[src/common/iibs_pkg.sv]
// shared constants and types for the indexed/inherent bus cycle sequencer
package iibs_pkg;
    // address forced onto the bus during dummy reads
    localparam logic [15:0] TOP_ADDR = 16'hFFFF;
    // total bus cycles per instruction class
    localparam logic [3:0] CYC_REG = 4'h2;
    localparam logic [3:0] CYC_JUMP = 4'h3;
    localparam logic [3:0] CYC_INH3 = 4'h3;
    localparam logic [3:0] CYC_READ = 4'h4;
    localparam logic [3:0] CYC_PULL_ACC = 4'h4;
    localparam logic [3:0] CYC_PUSH_IDX = 4'h4;
    localparam logic [3:0] CYC_WORD = 4'h5;
    localparam logic [3:0] CYC_PULL_IDX = 4'h5;
    localparam logic [3:0] CYC_LONG = 4'h6;
    // reset values
    localparam logic [15:0] RST_WORD = 16'h0000;
    localparam logic [7:0] RST_BYTE = 8'h00;
    localparam logic [3:0] RST_CYC = 4'h0;

    // instruction classes handed in with the start strobe
    typedef enum logic [4:0] {
        CLS_IDX_JUMP = 5'h00, CLS_IDX_READ = 5'h01, CLS_IDX_STORE = 5'h02,
        CLS_IDX_LOAD16 = 5'h03, CLS_IDX_STORE16 = 5'h04, CLS_IDX_RMW = 5'h05,
        CLS_IDX_TEST = 5'h06, CLS_IDX_ARITH16 = 5'h07, CLS_IDX_CALL = 5'h08,
        CLS_INH_REG = 5'h09, CLS_INH_TOP3 = 5'h0A, CLS_INH_SP_INC = 5'h0B,
        CLS_INH_SP_DEC = 5'h0C, CLS_INH_STACK_TO_INDEX = 5'h0D,
        CLS_INH_PUSH_ACC = 5'h0E, CLS_INH_PULL_ACC = 5'h0F,
        CLS_INH_PUSH_INDEX = 5'h10, CLS_INH_PULL_INDEX = 5'h11,
        CLS_EXT_RMW = 5'h12, CLS_EXT_TEST = 5'h13
    } iibs_class_t;

    // address source of one bus cycle
    typedef enum logic [3:0] {
        SEL_PC = 4'h0, SEL_PC1 = 4'h1, SEL_PC2 = 4'h2, SEL_TOP = 4'h3,
        SEL_EA = 4'h4, SEL_EA1 = 4'h5, SEL_SP = 4'h6, SEL_SPP1 = 4'h7
    } iibs_asel_t;

    // meaning of the data byte in one bus cycle
    typedef enum logic [3:0] {
        KIND_OPCODE = 4'h0, KIND_OFFSET = 4'h1, KIND_RESTART_LO = 4'h2,
        KIND_OPERAND = 4'h3, KIND_OPERAND_HI = 4'h4, KIND_OPERAND_LO = 4'h5,
        KIND_NEW_OPERAND = 4'h6, KIND_IGNORED = 4'h7, KIND_NEXT_OPCODE = 4'h8,
        KIND_RET_LO = 4'h9, KIND_RET_HI = 4'hA, KIND_ACC = 4'hB,
        KIND_INDEX_LO = 4'hC, KIND_INDEX_HI = 4'hD, KIND_ADDR_HI = 4'hE,
        KIND_ADDR_LO = 4'hF
    } iibs_kind_t;

    // sequencer state, one-hot
    typedef enum logic [1:0] {
        ST_IDLE = 2'b01,
        ST_RUN = 2'b10
    } iibs_state_t;
endpackage : iibs_pkg

[src/rtl/iibs_seq.sv]
// bus cycle sequencer for indexed and inherent instructions
`timescale 1ns/1ps
module iibs_seq (
    input wire logic clk_in,
    input wire logic sys_rst_in,
    input wire logic start_in,
    input wire logic [4:0] class_in,
    input wire logic [15:0] pc_in,
    input wire logic [15:0] index_in,
    input wire logic [15:0] sp_in,
    input wire logic [7:0] acc_in,
    input wire logic [15:0] word_in,
    input wire logic [7:0] new_operand_in,
    input wire logic [7:0] data_in,
    output logic [15:0] addr_out,
    output logic rw_out,
    output logic data_oe_out,
    output logic [7:0] data_out,
    output logic bus_cycle_out,
    output logic [3:0] cycle_out,
    output logic [3:0] kind_out,
    output logic busy_out,
    output logic done_out,
    output logic [15:0] sp_out
);
    // control state
    iibs_pkg::iibs_state_t state_r; // idle or presenting cycles
    iibs_pkg::iibs_class_t cls_r; // class of the running instruction
    iibs_pkg::iibs_asel_t asel_r; // address source of the cycle on the bus
    logic [3:0] cur_r; // cycle number now on the bus
    logic [3:0] tot_r; // total cycles of the running instruction
    logic [15:0] pc_r; // opcode address
    logic [15:0] ix_r; // index register copy
    logic [15:0] sp_r; // stack pointer, tracks pushes and pulls
    logic [7:0] off_r; // offset, or extended low address byte
    logic [7:0] ahi_r; // extended high address byte

    // start is taken when idle or on the last cycle, so instructions chain
    wire last_w = (state_r == iibs_pkg::ST_RUN) && (cur_r == tot_r);
    wire accept_w = start_in && ((state_r == iibs_pkg::ST_IDLE) || last_w);
    wire advance_w = (state_r == iibs_pkg::ST_RUN) && !last_w;
    wire present_w = accept_w || advance_w;
    wire [3:0] ncyc_w = accept_w ? 4'h1 : cur_r + 4'h1;
    wire iibs_pkg::iibs_class_t cls_w = accept_w ? iibs_pkg::iibs_class_t'(class_in) : cls_r;
    wire [15:0] pc_w = accept_w ? pc_in : pc_r;
    wire is_ext_w = (cls_r == iibs_pkg::CLS_EXT_RMW) || (cls_r == iibs_pkg::CLS_EXT_TEST);
    // extended low byte is still on data_in at the edge that launches cycle four
    wire [7:0] lo_w = (is_ext_w && cur_r == 4'h3) ? data_in : off_r;
    // offset is unsigned and zero-extended onto the index
    wire [15:0] ea_w = is_ext_w ? {ahi_r, lo_w} : ix_r + {8'h00, off_r};
    wire [15:0] ret_w = pc_r + 16'h0002;

    // total cycle count per class
    logic [3:0] tot_w;
    always_comb begin
        case (cls_w)
            iibs_pkg::CLS_INH_REG: tot_w = iibs_pkg::CYC_REG;
            iibs_pkg::CLS_IDX_JUMP: tot_w = iibs_pkg::CYC_JUMP;
            iibs_pkg::CLS_INH_TOP3, iibs_pkg::CLS_INH_SP_INC, iibs_pkg::CLS_INH_SP_DEC,
            iibs_pkg::CLS_INH_STACK_TO_INDEX, iibs_pkg::CLS_INH_PUSH_ACC:
                tot_w = iibs_pkg::CYC_INH3;
            iibs_pkg::CLS_IDX_READ, iibs_pkg::CLS_IDX_STORE: tot_w = iibs_pkg::CYC_READ;
            iibs_pkg::CLS_INH_PULL_ACC: tot_w = iibs_pkg::CYC_PULL_ACC;
            iibs_pkg::CLS_INH_PUSH_INDEX: tot_w = iibs_pkg::CYC_PUSH_IDX;
            iibs_pkg::CLS_IDX_LOAD16, iibs_pkg::CLS_IDX_STORE16: tot_w = iibs_pkg::CYC_WORD;
            iibs_pkg::CLS_INH_PULL_INDEX: tot_w = iibs_pkg::CYC_PULL_IDX;
            default: tot_w = iibs_pkg::CYC_LONG; // modify, test, word arith, call, extended
        endcase
    end

    // per-cycle address source, direction and data meaning
    iibs_pkg::iibs_asel_t asel_w;
    iibs_pkg::iibs_kind_t kind_w;
    logic rd_w;
    always_comb begin
        asel_w = iibs_pkg::SEL_TOP;
        kind_w = iibs_pkg::KIND_RESTART_LO;
        rd_w = 1'b1;
        if (ncyc_w == 4'h1) begin
            asel_w = iibs_pkg::SEL_PC;
            kind_w = iibs_pkg::KIND_OPCODE;
        end else if (ncyc_w == 4'h2) begin
            asel_w = iibs_pkg::SEL_PC1;
            case (cls_w)
                iibs_pkg::CLS_INH_REG, iibs_pkg::CLS_INH_SP_INC, iibs_pkg::CLS_INH_SP_DEC,
                iibs_pkg::CLS_INH_STACK_TO_INDEX, iibs_pkg::CLS_INH_PUSH_ACC,
                iibs_pkg::CLS_INH_PULL_ACC: kind_w = iibs_pkg::KIND_NEXT_OPCODE;
                iibs_pkg::CLS_INH_TOP3, iibs_pkg::CLS_INH_PUSH_INDEX,
                iibs_pkg::CLS_INH_PULL_INDEX: kind_w = iibs_pkg::KIND_IGNORED;
                iibs_pkg::CLS_EXT_RMW, iibs_pkg::CLS_EXT_TEST: kind_w = iibs_pkg::KIND_ADDR_HI;
                default: kind_w = iibs_pkg::KIND_OFFSET; // offset byte
            endcase
        end else begin
            case (cls_w)
                iibs_pkg::CLS_IDX_READ, iibs_pkg::CLS_IDX_STORE: begin
                    if (ncyc_w == 4'h4) begin
                        asel_w = iibs_pkg::SEL_EA;
                        kind_w = iibs_pkg::KIND_OPERAND;
                        rd_w = (cls_w == iibs_pkg::CLS_IDX_READ);
                    end
                end
                iibs_pkg::CLS_IDX_LOAD16, iibs_pkg::CLS_IDX_STORE16,
                iibs_pkg::CLS_IDX_ARITH16: begin
                    // high at ea, low at ea+1
                    if (ncyc_w == 4'h4) begin
                        asel_w = iibs_pkg::SEL_EA;
                        kind_w = iibs_pkg::KIND_OPERAND_HI;
                    end else if (ncyc_w == 4'h5) begin
                        asel_w = iibs_pkg::SEL_EA1;
                        kind_w = iibs_pkg::KIND_OPERAND_LO;
                    end
                    // word store writes both bytes, cycle three stays a read
                    if (cls_w == iibs_pkg::CLS_IDX_STORE16 && ncyc_w != 4'h3) begin
                        rd_w = 1'b0;
                    end
                    // cycle six stays the FFFF default
                end
                iibs_pkg::CLS_IDX_RMW, iibs_pkg::CLS_IDX_TEST,
                iibs_pkg::CLS_EXT_RMW, iibs_pkg::CLS_EXT_TEST: begin
                    if (ncyc_w == 4'h3 && is_ext_w) begin
                        asel_w = iibs_pkg::SEL_PC2;
                        kind_w = iibs_pkg::KIND_ADDR_LO;
                    end else if (ncyc_w == 4'h4) begin
                        asel_w = iibs_pkg::SEL_EA;
                        kind_w = iibs_pkg::KIND_OPERAND;
                    end else if (ncyc_w == 4'h6 && (cls_w == iibs_pkg::CLS_IDX_RMW ||
                                                    cls_w == iibs_pkg::CLS_EXT_RMW)) begin
                        // write back new value; test keeps FFFF
                        asel_w = iibs_pkg::SEL_EA;
                        kind_w = iibs_pkg::KIND_NEW_OPERAND;
                        rd_w = 1'b0;
                    end
                end
                iibs_pkg::CLS_IDX_CALL: begin
                    // subroutine opcode, then return address push
                    if (ncyc_w == 4'h4) begin
                        asel_w = iibs_pkg::SEL_EA;
                        kind_w = iibs_pkg::KIND_OPCODE;
                    end else if (ncyc_w != 4'h3) begin
                        asel_w = iibs_pkg::SEL_SP;
                        kind_w = (ncyc_w == 4'h5) ? iibs_pkg::KIND_RET_LO : iibs_pkg::KIND_RET_HI;
                        rd_w = 1'b0;
                    end
                end
                iibs_pkg::CLS_INH_SP_INC, iibs_pkg::CLS_INH_SP_DEC,
                iibs_pkg::CLS_INH_STACK_TO_INDEX: begin
                    asel_w = iibs_pkg::SEL_SP;
                    kind_w = iibs_pkg::KIND_IGNORED;
                end
                iibs_pkg::CLS_INH_PUSH_ACC: begin
                    asel_w = iibs_pkg::SEL_SP;
                    kind_w = iibs_pkg::KIND_ACC;
                    rd_w = 1'b0;
                end
                iibs_pkg::CLS_INH_PUSH_INDEX: begin
                    asel_w = iibs_pkg::SEL_SP;
                    kind_w = (ncyc_w == 4'h3) ? iibs_pkg::KIND_INDEX_LO
                                              : iibs_pkg::KIND_INDEX_HI;
                    rd_w = 1'b0;
                end
                iibs_pkg::CLS_INH_PULL_ACC, iibs_pkg::CLS_INH_PULL_INDEX: begin
                    // dummy at SP, then reads above it
                    if (ncyc_w == 4'h3) begin
                        asel_w = iibs_pkg::SEL_SP;
                        kind_w = iibs_pkg::KIND_IGNORED;
                    end else begin
                        asel_w = iibs_pkg::SEL_SPP1;
                        // high byte from the lower address
                        if (cls_w == iibs_pkg::CLS_INH_PULL_ACC) begin
                            kind_w = iibs_pkg::KIND_OPERAND;
                        end else begin
                            kind_w = (ncyc_w == 4'h4) ? iibs_pkg::KIND_INDEX_HI
                                                      : iibs_pkg::KIND_INDEX_LO;
                        end
                    end
                end
                // jump and index/double inherents end at FFFF
                default: begin
                    asel_w = iibs_pkg::SEL_TOP;
                    kind_w = iibs_pkg::KIND_RESTART_LO;
                end
            endcase
        end
    end

    // stack pointer step after a stack byte
    wire cur_sp_w = (state_r == iibs_pkg::ST_RUN) && (asel_r == iibs_pkg::SEL_SP);
    wire sp_push_w = cur_sp_w && !rw_out;
    wire sp_pull_w = (state_r == iibs_pkg::ST_RUN) && (asel_r == iibs_pkg::SEL_SPP1);
    // adjust only after the read of the previous value
    wire sp_inc_w = cur_sp_w && (cls_r == iibs_pkg::CLS_INH_SP_INC);
    wire sp_dec_w = cur_sp_w && (cls_r == iibs_pkg::CLS_INH_SP_DEC);
    wire [15:0] sp_nxt = accept_w ? sp_in :
                         (sp_push_w || sp_dec_w) ? sp_r - 16'h0001 :
                         (sp_pull_w || sp_inc_w) ? sp_r + 16'h0001 : sp_r;

    // address mux; stack cycles use the stepped pointer, so back-to-back bytes move on
    logic [15:0] addr_w;
    always_comb begin
        case (asel_w)
            iibs_pkg::SEL_PC: addr_w = pc_w;
            iibs_pkg::SEL_PC1: addr_w = pc_r + 16'h0001;
            iibs_pkg::SEL_PC2: addr_w = pc_r + 16'h0002;
            iibs_pkg::SEL_EA: addr_w = ea_w;
            iibs_pkg::SEL_EA1: addr_w = ea_w + 16'h0001;
            iibs_pkg::SEL_SP: addr_w = sp_nxt;
            iibs_pkg::SEL_SPP1: addr_w = sp_nxt + 16'h0001;
            default: addr_w = iibs_pkg::TOP_ADDR;
        endcase
    end

    // write data mux; inputs are sampled as the cycle is launched
    logic [7:0] wdata_w;
    always_comb begin
        case (kind_w)
            iibs_pkg::KIND_ACC, iibs_pkg::KIND_OPERAND: wdata_w = acc_in;
            iibs_pkg::KIND_OPERAND_HI: wdata_w = word_in[15:8];
            iibs_pkg::KIND_OPERAND_LO: wdata_w = word_in[7:0];
            iibs_pkg::KIND_NEW_OPERAND: wdata_w = new_operand_in;
            iibs_pkg::KIND_RET_LO: wdata_w = ret_w[7:0];
            iibs_pkg::KIND_RET_HI: wdata_w = ret_w[15:8];
            iibs_pkg::KIND_INDEX_LO: wdata_w = ix_r[7:0];
            iibs_pkg::KIND_INDEX_HI: wdata_w = ix_r[15:8];
            default: wdata_w = iibs_pkg::RST_BYTE;
        endcase
    end

    // sequencing and latched operands
    always_ff @(posedge clk_in) begin
        if (sys_rst_in) begin
            state_r <= iibs_pkg::ST_IDLE;
            cls_r <= iibs_pkg::CLS_INH_REG;
            asel_r <= iibs_pkg::SEL_TOP;
            cur_r <= iibs_pkg::RST_CYC;
            tot_r <= iibs_pkg::RST_CYC;
            pc_r <= iibs_pkg::RST_WORD;
            ix_r <= iibs_pkg::RST_WORD;
            sp_r <= iibs_pkg::RST_WORD;
            off_r <= iibs_pkg::RST_BYTE;
            ahi_r <= iibs_pkg::RST_BYTE;
        end else begin
            sp_r <= sp_nxt;
            if (accept_w) begin
                cls_r <= cls_w;
                tot_r <= tot_w;
                pc_r <= pc_in;
                ix_r <= index_in;
            end
            // capture offset (or extended address bytes) from the bus
            if (state_r == iibs_pkg::ST_RUN && cur_r == 4'h2) begin
                if (is_ext_w) begin
                    ahi_r <= data_in;
                end else begin
                    off_r <= data_in;
                end
            end
            if (state_r == iibs_pkg::ST_RUN && cur_r == 4'h3 && is_ext_w) begin
                off_r <= data_in;
            end
            if (present_w) begin
                state_r <= iibs_pkg::ST_RUN;
                cur_r <= ncyc_w;
                asel_r <= asel_w;
            end else begin
                state_r <= iibs_pkg::ST_IDLE;
                cur_r <= iibs_pkg::RST_CYC;
                asel_r <= iibs_pkg::SEL_TOP;
            end
        end
    end

    // registered bus outputs; idle bus reads high with no strobe
    always_ff @(posedge clk_in) begin
        if (sys_rst_in) begin
            addr_out <= iibs_pkg::TOP_ADDR;
            rw_out <= 1'b1;
            data_oe_out <= 1'b0;
            data_out <= iibs_pkg::RST_BYTE;
            bus_cycle_out <= 1'b0;
            cycle_out <= iibs_pkg::RST_CYC;
            kind_out <= iibs_pkg::KIND_IGNORED;
            busy_out <= 1'b0;
            done_out <= 1'b0;
            sp_out <= iibs_pkg::RST_WORD;
        end else begin
            addr_out <= present_w ? addr_w : iibs_pkg::TOP_ADDR;
            rw_out <= present_w ? rd_w : 1'b1;
            data_oe_out <= present_w && !rd_w;
            data_out <= (present_w && !rd_w) ? wdata_w : iibs_pkg::RST_BYTE;
            bus_cycle_out <= present_w;
            cycle_out <= present_w ? ncyc_w : iibs_pkg::RST_CYC;
            kind_out <= present_w ? kind_w : iibs_pkg::KIND_IGNORED;
            busy_out <= present_w;
            done_out <= present_w && (ncyc_w == tot_w);
            sp_out <= sp_nxt;
        end
    end
endmodule : iibs_seq

[config.mk]
export PLATFORM = sky130hd
export DESIGN_NAME = iibs_seq
export DESIGN_NICKNAME = d
export VERILOG_FILES = /design/src/common/iibs_pkg.sv /design/src/rtl/iibs_seq.sv
export SDC_FILE = /design/constraint.sdc
export NUM_CORES = 1
export LEC_CHECK = 0
export BUFFER_PORTS_ARGS = -buffer_cell sky130_fd_sc_hd__buf_4
export CAP_MARGIN = 20
export CORE_UTILIZATION = 39
export CTS_CLUSTER_DIAMETER = 150
export DETAILED_ROUTE_END_ITERATION = 10
export PLACE_DENSITY_LB_ADDON = 0.2
export SYNTH_ARGS = -nofsm -noshare
export SYNTH_HDL_FRONTEND = slang
export SYNTH_SLANG_ARGS = --single-unit
[constraint.sdc]
create_clock -name clk_in -period 7.03 [get_ports clk_in]
set_input_delay 0 -clock clk_in [delete_from_list [all_inputs] [get_ports clk_in]]
set_output_delay 0 -clock clk_in [all_outputs]
set_load 0.01 [all_outputs]
==> impl_metrics.ini, run 1 <==
[finish]
ff_latch_area_um2 = 2240
mostFrequentLayoutCells = buf_4 (162), nor2_1 (145), dfxtp_1 (112)
multi_input_area_um2 = 5770
finalNonFillerCells = 1516
final_common_cell = buf_4
fin_util_pct = 50.3
drive_above_1_share_pct = 18.3
fin_nets = 1353
fill_cells = 2075
area_delta_synth_final_pct = 26.7
n_antenna_cell = 0

[timing]
maxSlewViolCount = 0
fmax_mhz = 152
worst_pin_slew_ns = 1.06
rsz0062_at_grt = no
setup-violations-final = 0
hold_violations = 0
maxSlewHeadroom_pct = 29.1
period_share_pct = 93.7
fin_skew_ns = 0.0161
tns_ns = 0
min_period_ns = 6.59

[synth]
yosys_register_bits = 112
ys_warn_count = 0
synth_area_um2 = 8350
synth_top_family_by_area = simple AND/OR/NAND/NOR gates
ys_seq_area_share_pct = 26.9
synth_xor_area_share_pct = 6.35
synth-simple-area-share_pct = 25.9
ys_types = 89
netlist_instances = 1066
synth-compound-area-share_pct = 23.0
synth_edf_count = 0
yosys.area_share.adder_pct = 3.24
synth_mux_area_share_pct = 10.2
async_flop_share_pct = 0
syn_area_per_cell_um2 = 7.83
synth_fp_nets = 1183
ys.flop_type = dfxtp_1

[detailed_routing]
detail-route-antenna-nets = 0
first_pass_iters = 6
drt_iter0_drc = 807
vias_per_cell = 6.00
remaining_drc_errors = 0
vias = 9096
routed_wl_mm = 32.6
wl_per_cell_um = 21.5

[place]
gp_congestion = 0.958
io_buffers = 148
dp_hpwl_mm = 25.1
dp.cells = 1439

[cts]
ctsRootBufferMaster = clkbuf_16
cts_tree = built
cts_setup_buffers = 0
cts_buffers = 9
cts_max_level = 3
cts_buffer_depth = 2
clk_latency_ns = 0.36
cts_sinks = 112
clk_pin_slew_worst_paths_ns = 0.08

[global_routing]
grt_pass1_wl_mm = 49.3
grt_pass1_vias = 8509
antenna_found_initial = 0
grt_util_all_layers_pct = 29.4
overflow = 0
grt_max_degree = 74

[power_and_ir_drop]
p_total_mw = 1.91
leakage_nw = 4.13
seqPwrFrac_pct = 38.0
power.internal_mw = 1.20
clockPowerShare_pct = 29.3
swShare_pct = 37.1
pwr-share-comb_pct = 32.7
powerDensity_nw_per_um2 = 181
p_sw_mw = 0.708
vdd_drop_max_mv = 0.105

[worst_hold_path]
min_path_cells = 3
hold_class = primary input to flop
whs_endpoint = sp_out[13]
min_from = sp_in[13]

[worst_setup_path]
required_ns = 7.24
cp_max_fo = 17
r2r_start = state_r[1]
worstSetupPathType = flop to flop
crit_arrival_ns = 6.80
end_kind = flop
cp-start-kind = flop
r2r-end = addr_out[10]
regToRegSetupSlack_ns = 0.44
worstRegToRegCells = 20

[floorplan]
fp.dieArea_um2 = 22000
rows = 53
core_um2 = 21000
start_util_pct = 39.7
fp.dieW_um = 148
io_pins = 149
die_h_um = 148

[job]
drv_cap = 0

[status]
status = completed
worst max path at each step:
stage,from,end,slack (ns)
global placement,state_r[1],addr_out[10],0.73
CTS,state_r[1],addr_out[10],0.42
floorplan,cycle_out[3],addr_out[10],1.73
global route,state_r[1],addr_out[10],0.04
detailed placement,state_r[1],addr_out[10],0.45
finish,state_r[1],addr_out[10],0.44
flip-flops by register name (all words and copies together) (netlist names), 2 cells and up:
name / count
addr_out: 16
ix_r: 16
pc_r: 16
sp_out: 16
ahi_r: 8
data_out: 8
off_r: 8
cls_r: 5
cycle_out: 4
kind_out: 4
asel_r: 3
tot_r: 3
state_r: 2
power groups by stage:
stage	Sequential [mW]	Clock, mW	Combinational, mW
global route	0.733	0.593	0.670
detailed placement	0.741	0	0.583
global placement	0.741	0	0.587
finish	0.727	0.559	0.625
CTS	0.726	0.569	0.609
floorplan	0.725	0	0.368
worst max-delay path, stage by stage, from the launching register on:
cell and delay (ns):
dfxtp_1 0.57, and4bb_1 0.26, nand4_1 0.24, nand2_2 0.38
mux2i_1 0.46, inv_1 0.17, ha_1 0.36, or3_1 0.45
o21ai_0 0.41, o22ai_1 0.24, nor3_4 0.38, nand3_2 0.34
or3_1 0.45, a31oi_1 0.38, ha_1 0.36, nand4_1 0.12
a21oi_1 0.14, a41oi_1 0.12, nor3b_1 0.32, xor2_1 0.15
o21ai_0 0.09
cell families after synthesis:
logic type / count (synthesis)
AOI/OAI and AO/OA: 277
DFF: 112
muxes: 75
and+or+nand+nor: 436
buffers and inverters: 87
adders and majority gates: 21
xor gates and xnor gates: 58
stage by stage:
| stage | worst slack [ns] | cell area, µm² | hold slack (ns) |
|---|---|---|---|
| 2_1_floorplan | 1.73 | 8350 | 0.140 |
| 5_1_grt | 0.0389 | 10600 | 0.0158 |
| 4_1_cts | 0.418 | 10600 | 0.00519 |
| 3_3_place_gp | 0.732 | 9640 | 0.256 |
| 3_5_place_dp | 0.450 | 9640 | 0.262 |
| 6_report | 0.443 | 10600 | 0.0318 |
layer usage:
layer | share of wire [%] | track usage, % | vias up
met5 | 0 | 0 | -
met4 | 3.0 | 10.5 | 0
met3 | 8.0 | 5.37 | 58
met2 | 45 | 46.8 | 457
met1 | 44 | 39.8 | 4273
li1 | - | - | 4308
cell usage after synthesis, drive strengths merged (5+ instances only):
cell type	number	area, µm²
a2111oi	7	62.6
a211oi	28	215
a21boi	5	37.5
a21o	5	37.5
a21oi	68	340
a222oi	5	50.1
a22oi	11	82.6
a31o	8	70.1
a31oi	14	87.6
and2	5	31.3
and3	14	92.6
and4	6	52.6
buf	18	105
clkbuf	46	173
dfxtp	112	2240
ha	20	250
inv	23	86.3
mux2i	64	641
mux4	8	180
nand2	94	358
nand2b	10	62.6
nand3	49	255
nand3b	6	45.0
nand4	20	125
nor2	147	554
nor2b	5	31.3
nor3	31	165
nor3b	5	37.5
nor4	8	50.1
o211ai	9	72.6
o21ai	44	224
o22ai	13	81.3
o31ai	6	58.8
o32ai	9	78.8
or3	14	87.6
xnor2	39	364
xor2	19	166
layout make-up:
cell class / instances / share of cell area, %
Multi-Input combinational cell: 867 / 54.5
Sequential cell: 112 / 21.2
Timing Repair Buffer: 223 / 17.3
Tap cell: 275 / 3.25
Clock buffer: 9 / 2.13
Clock inverter: 7 / 0.840
Inverter: 23 / 0.816
what timing repair did:
item / 4_1_cts / 5_1_grt
setup endpoints to repair: 0 / 3
hold buffers: 60 / 1
resized for setup: 0 / 2
endpoints found under the hold margin: 61 / 1
(Power assumes the default switching activity.)
==> run 2: changes to the inputs <==
PLACE_DENSITY = 0.67   (was default)
PLACE_DENSITY_LB_ADDON = default   (was 0.2)
==> run 2 against run 1 <==
Compared with the run above: count of clock-buffer cells in the layout is 1 higher; utilization is 0.10 points lower; sequential cell count stayed put; non-clock buffer count stayed put; setup slack better by 0.12 ns; critical path depth stayed put; highest routed layer is now met5; sequential share of layout area hardly changed; first-iteration DRC count is 2.2% higher; routed wire length is 0.36% lower; via count is 0.53% higher; sequential power hardly changed.
==> impl_metrics.ini, run 2 (synthesis gave the netlist of run 1 again) <==
[status]
status = completed

[global_routing]
antenna_found_initial = 1
grt_pass1_vias = 8652
grt_max_degree = 74
grt_pass1_wl_mm = 50.1
grt_util_all_layers_pct = 29.6
overflow = 0

[timing]
hold_violations = 0
final.setup.worst_slack_ns = 0.563
fin_skew_ns = 0.0114
worst_pin_slew_ns = 1.12
period_share_pct = 92.0
rsz0062_at_grt = no
fmax_mhz = 155
min_period_ns = 6.47
maxSlewHeadroom_pct = 24.7
setup-violations-final = 0
tns_ns = 0
maxSlewViolCount = 0

[cts]
cts_buffer_depth = 2
clk_pin_slew_worst_paths_ns = 0.08
cts_setup_buffers = 0
ctsRootBufferMaster = clkbuf_16
cts_sinks = 112
clk_latency_ns = 0.37
cts_buffers = 9
cts_tree = built
cts_max_level = 3

[finish]
mostFrequentLayoutCells = buf_4 (163), nor2_1 (145), dfxtp_1 (112)
final_common_cell = buf_4
fill_cells = 2004
area_delta_synth_final_pct = 26.4
fin_nets = 1353
finalNonFillerCells = 1516
multi_input_area_um2 = 5760
ff_latch_area_um2 = 2240
n_antenna_cell = 0
drive_above_1_share_pct = 18.2

[job]
drv_cap = 0

[floorplan]
io_pins = 149
die_h_um = 148
rows = 53
core_um2 = 21000
fp.dieW_um = 148
start_util_pct = 39.7
fp.dieArea_um2 = 22000

[worst_setup_path]
required_ns = 7.25
worstRegToRegCells = 20
end_kind = flop
cp_max_fo = 15
r2r_start = cycle_out[0]
crit_arrival_ns = 6.68
cp-start-kind = flop
worstSetupPathType = flop to flop
critPathLaunch = cycle_out[0]

[place]
gp_congestion = 1.02
dp.cells = 1440
io_buffers = 148
dp_hpwl_mm = 24.8
dp_worst_setup_slack_ns = 0.598

[power_and_ir_drop]
p_total_mw = 1.90
powerDensity_nw_per_um2 = 180
vdd_drop_max_mv = 0.116
leakage_nw = 4.12

[worst_hold_path]
hold_class = primary input to flop
min_from = sp_in[6]
min_path_cells = 3

[detailed_routing]
first_pass_iters = 5
vias_per_cell = 6.03
detail-route-antenna-nets = 0
wl_per_cell_um = 21.4
routed_wl_mm = 32.5
drt_iter0_drc = 825
vias = 9144
remaining_drc_errors = 0
run 2: layout make-up:
| cell class | count | share of cell area [%] |
|---|---|---|
| Clock buffer | 10 | 2.17 |
| Clock inverter | 6 | 0.723 |
| Inverter | 23 | 0.818 |
| Multi-Input combinational cell | 867 | 54.5 |
| Sequential cell | 112 | 21.2 |
| Tap cell | 275 | 3.26 |
| Timing Repair Buffer | 223 | 17.3 |
run 2: timing repair:
| item | CTS | global route |
|---|---|---|
| setup endpoints to repair | 0 | 4 |
| hold buffers | 60 | 0 |
| endpoints found under the hold margin | 61 | 0 |
| gates resized for setup | 0 | 1 |
run 2: per-layer routing:
metal / routed length, µm / up-vias / track usage, %
li1: - / 4308 / -
met1: 14300 / 4307 / 39.7
met2: 14500 / 461 / 47.2
met3: 2540 / 66 / 5.34
met4: 1080 / 2 / 11.4
met5: 13 / - / 0
run 2: worst max-delay path, stage by stage (launching register included):
cell and delay [ns]:
dfxtp_1 0.66, xnor2_2 0.22, nand4_1 0.29, nand2_2 0.21, mux2i_1 0.44, inv_1 0.18
ha_1 0.36, or3_1 0.45, o21ai_1 0.34, o22ai_1 0.18, nor3_2 0.43, nand3_2 0.37
or3_1 0.46, a31oi_1 0.37, ha_1 0.35, nand4_1 0.12, a21oi_1 0.15, a41oi_1 0.14
nor3b_1 0.33, xor2_1 0.16, o21ai_0 0.08
run 2: path summary, 6_finish.rpt:
check,endpoint,slack (ns)
max reg2reg,addr_out[10],0.56
min reg2reg,ix_r[15],0.48
max,addr_out[10],0.56
min,sp_out[6],0.02
run 2: where the power goes:
part	total (mW)	internal, mW	switching [mW]
Sequential	0.730	0.673	0.0565
Combinational	0.622	0.244	0.378
Clock	0.550	0.284	0.266
Total	1.90	1.20	0.700
run 2: through the flow:
stage               util, %  hold WS (ns)  cell area [µm²]
floorplan                 -         0.140             8350
global placement       45.9         0.255             9650
detailed placement     45.9         0.260             9650
global route           50.2        0.0388            10600
finish                 50.2        0.0199            10600
CTS                    50.2       0.00604            10600
==> run 3: changes to the inputs <==
CORE_MARGIN = 4   (was default)
CORE_UTILIZATION = 45   (was 39)
PLACE_DENSITY = 0.75   (was 0.67)
==> run 3 against run 2 <==
Compared with the run above: the flow now finishes with violations (negative hold slack); worst hold slack worse by 0.030 ns; global-route usage rose by 1.1 points; clock skew grew 0.0022 ns; count of clock-buffer cells in the layout shrank 1; via count rose by 1.0%; cell area fell by 0.64%; setup slack got worse by 0.080 ns; critical path type unchanged; largest cell class unchanged; highest routed layer is now met4.
==> impl_metrics.ini, run 3 (synthesis gave the netlist of run 1 again) <==
[cts]
cts_sinks = 112
cts_buffer_depth = 2
clk_pin_slew_worst_paths_ns = 0.09
cts_buffers = 9
cts_max_level = 3
ctsRootBufferMaster = clkbuf_16
cts_setup_buffers = 0
clk_latency_ns = 0.37
cts_tree = built

[detailed_routing]
routed_wl_mm = 32.3
detail-route-antenna-nets = 0
remaining_drc_errors = 0
first_pass_iters = 5
vias_per_cell = 6.28
vias = 9240
drt_iter0_drc = 894
wl_per_cell_um = 22.0

[global_routing]
overflow = 0
grt_max_degree = 74
grt_pass1_vias = 8510
grt_pass1_wl_mm = 49.3
grt_util_all_layers_pct = 30.7
antenna_found_initial = 0

[timing]
worst_pin_slew_ns = 1.07
rsz0062_at_grt = no
min_period_ns = 6.55
hold_violations = 1
maxSlewHeadroom_pct = 27.8
tns_ns = 0
holdWs_ns = -0.0100
maxSlewViolCount = 0
setup-violations-final = 0
fin_skew_ns = 0.0136
period_share_pct = 93.1
fmax_mhz = 153

[worst_setup_path]
crit_arrival_ns = 6.78
cp_max_fo = 15
worstSetupPathType = flop to flop
required_ns = 7.26
cp-start-kind = flop
end_kind = flop

[power_and_ir_drop]
leakage_nw = 4.11
powerDensity_nw_per_um2 = 178
vdd_drop_max_mv = 0.136

[place]
dp_hpwl_mm = 24.3
io_buffers = 148
place_area_um2 = 9600
gp_congestion = 1.01

[finish]
stdcell_area_um2 = 10500
n_antenna_cell = 0
area_delta_synth_final_pct = 25.6
final_common_cell = buf_4
mostFrequentLayoutCells = buf_4 (164), nor2_1 (145), dfxtp_1 (112)
drive_above_1_share_pct = 18.5
fin_nets = 1354

[floorplan]
fp.dieW_um = 144
rows = 49
die_h_um = 144
fp.dieArea_um2 = 20800
core_um2 = 18100
io_pins = 149
start_util_pct = 46.2

[worst_hold_path]
hold_class = primary input to flop

[status]
status = finished with violations
violations = negative hold slack

[job]
drv_cap = 0
==> run 3: final cells by class <==
| class | instances | area (µm²) |
|---|---|---|
| timing repair buffer | 224 | 1830 |
| tap | 229 | 287 |
| clock inverter | 7 | 63.8 |
| clock buffer | 9 | 225 |
| sequential | 112 | 2240 |
| multi-input combinational | 867 | 5760 |
| inverter | 23 | 86.3 |
| fill | 1660 | 7600 |
==> run 3: stage by stage <==
stage / power (mW) / hold slack [ns] / util [%] / setup WS (ns) / cells
floorplan: 1.09 / 0.140 / - / 1.73 / 1066
global placement: 1.32 / 0.261 / 53.1 / 0.854 / 1395
detailed placement: 1.32 / 0.262 / 53.1 / 0.591 / 1395
CTS: 1.86 / 0.000244 / 58.0 / 0.550 / 1470
global route: 1.95 / 0.0158 / 58.0 / 0.0699 / 1471
finish: 1.87 / -0.0100 / 58.0 / 0.483 / 1471
==> run 3: worst max-delay path, cell delays in order (launching register included) <==
cell and delay [ns]:
dfxtp_1 0.55, and4bb_1 0.28, nand4_1 0.26, nand2_2 0.24, mux2i_1 0.43, inv_1 0.18, ha_1 0.35, or3_1 0.45
o21ai_0 0.42, o22ai_1 0.20, nor3_2 0.45, nand3_2 0.38, or3_1 0.47, a31oi_1 0.43, ha_1 0.36, nand4_1 0.12
a21oi_1 0.14, a41oi_1 0.13, nor3b_1 0.33, xor2_1 0.16, o21ai_0 0.08
==> run 3: timing repair <==
item,CTS,global route
gates resized for setup,0,1
setup endpoints to repair,0,2
endpoints found under the hold margin,61,0
hold buffers,59,0
==> run 3: layer usage <==
layer	vias up	global-route usage [%]	part of all wire, %
met3	65	6.51	9.3
li1	4314	-	-
met5	-	0	0
met4	0	8.98	2.7
met1	4355	42.1	42
met2	506	48.9	45
==> run 3: worst paths after layout <==
| path | start | endpoint | slack, ns | cells past startpoint |
|---|---|---|---|---|
| setup / recovery | state_r[1] | addr_out[10] | 0.48 | 20 |
| setup reg to reg | state_r[1] | addr_out[10] | 0.48 | 20 |
| hold / removal | class_in[1] | cls_r[1] | -0.01 | 3 |
| hold reg to reg | ix_r[7] | ix_r[7] | 0.49 | 2 |
==> run 3: where the power goes <==
part | total [mW] | switching, mW | internal [mW] | leakage [nW]
Sequential | 0.727 | 0.0537 | 0.673 | 0.916
Combinational | 0.626 | 0.382 | 0.245 | 3.05
Clock | 0.518 | 0.269 | 0.249 | 0.142
Total | 1.87 | 0.705 | 1.17 | 4.11
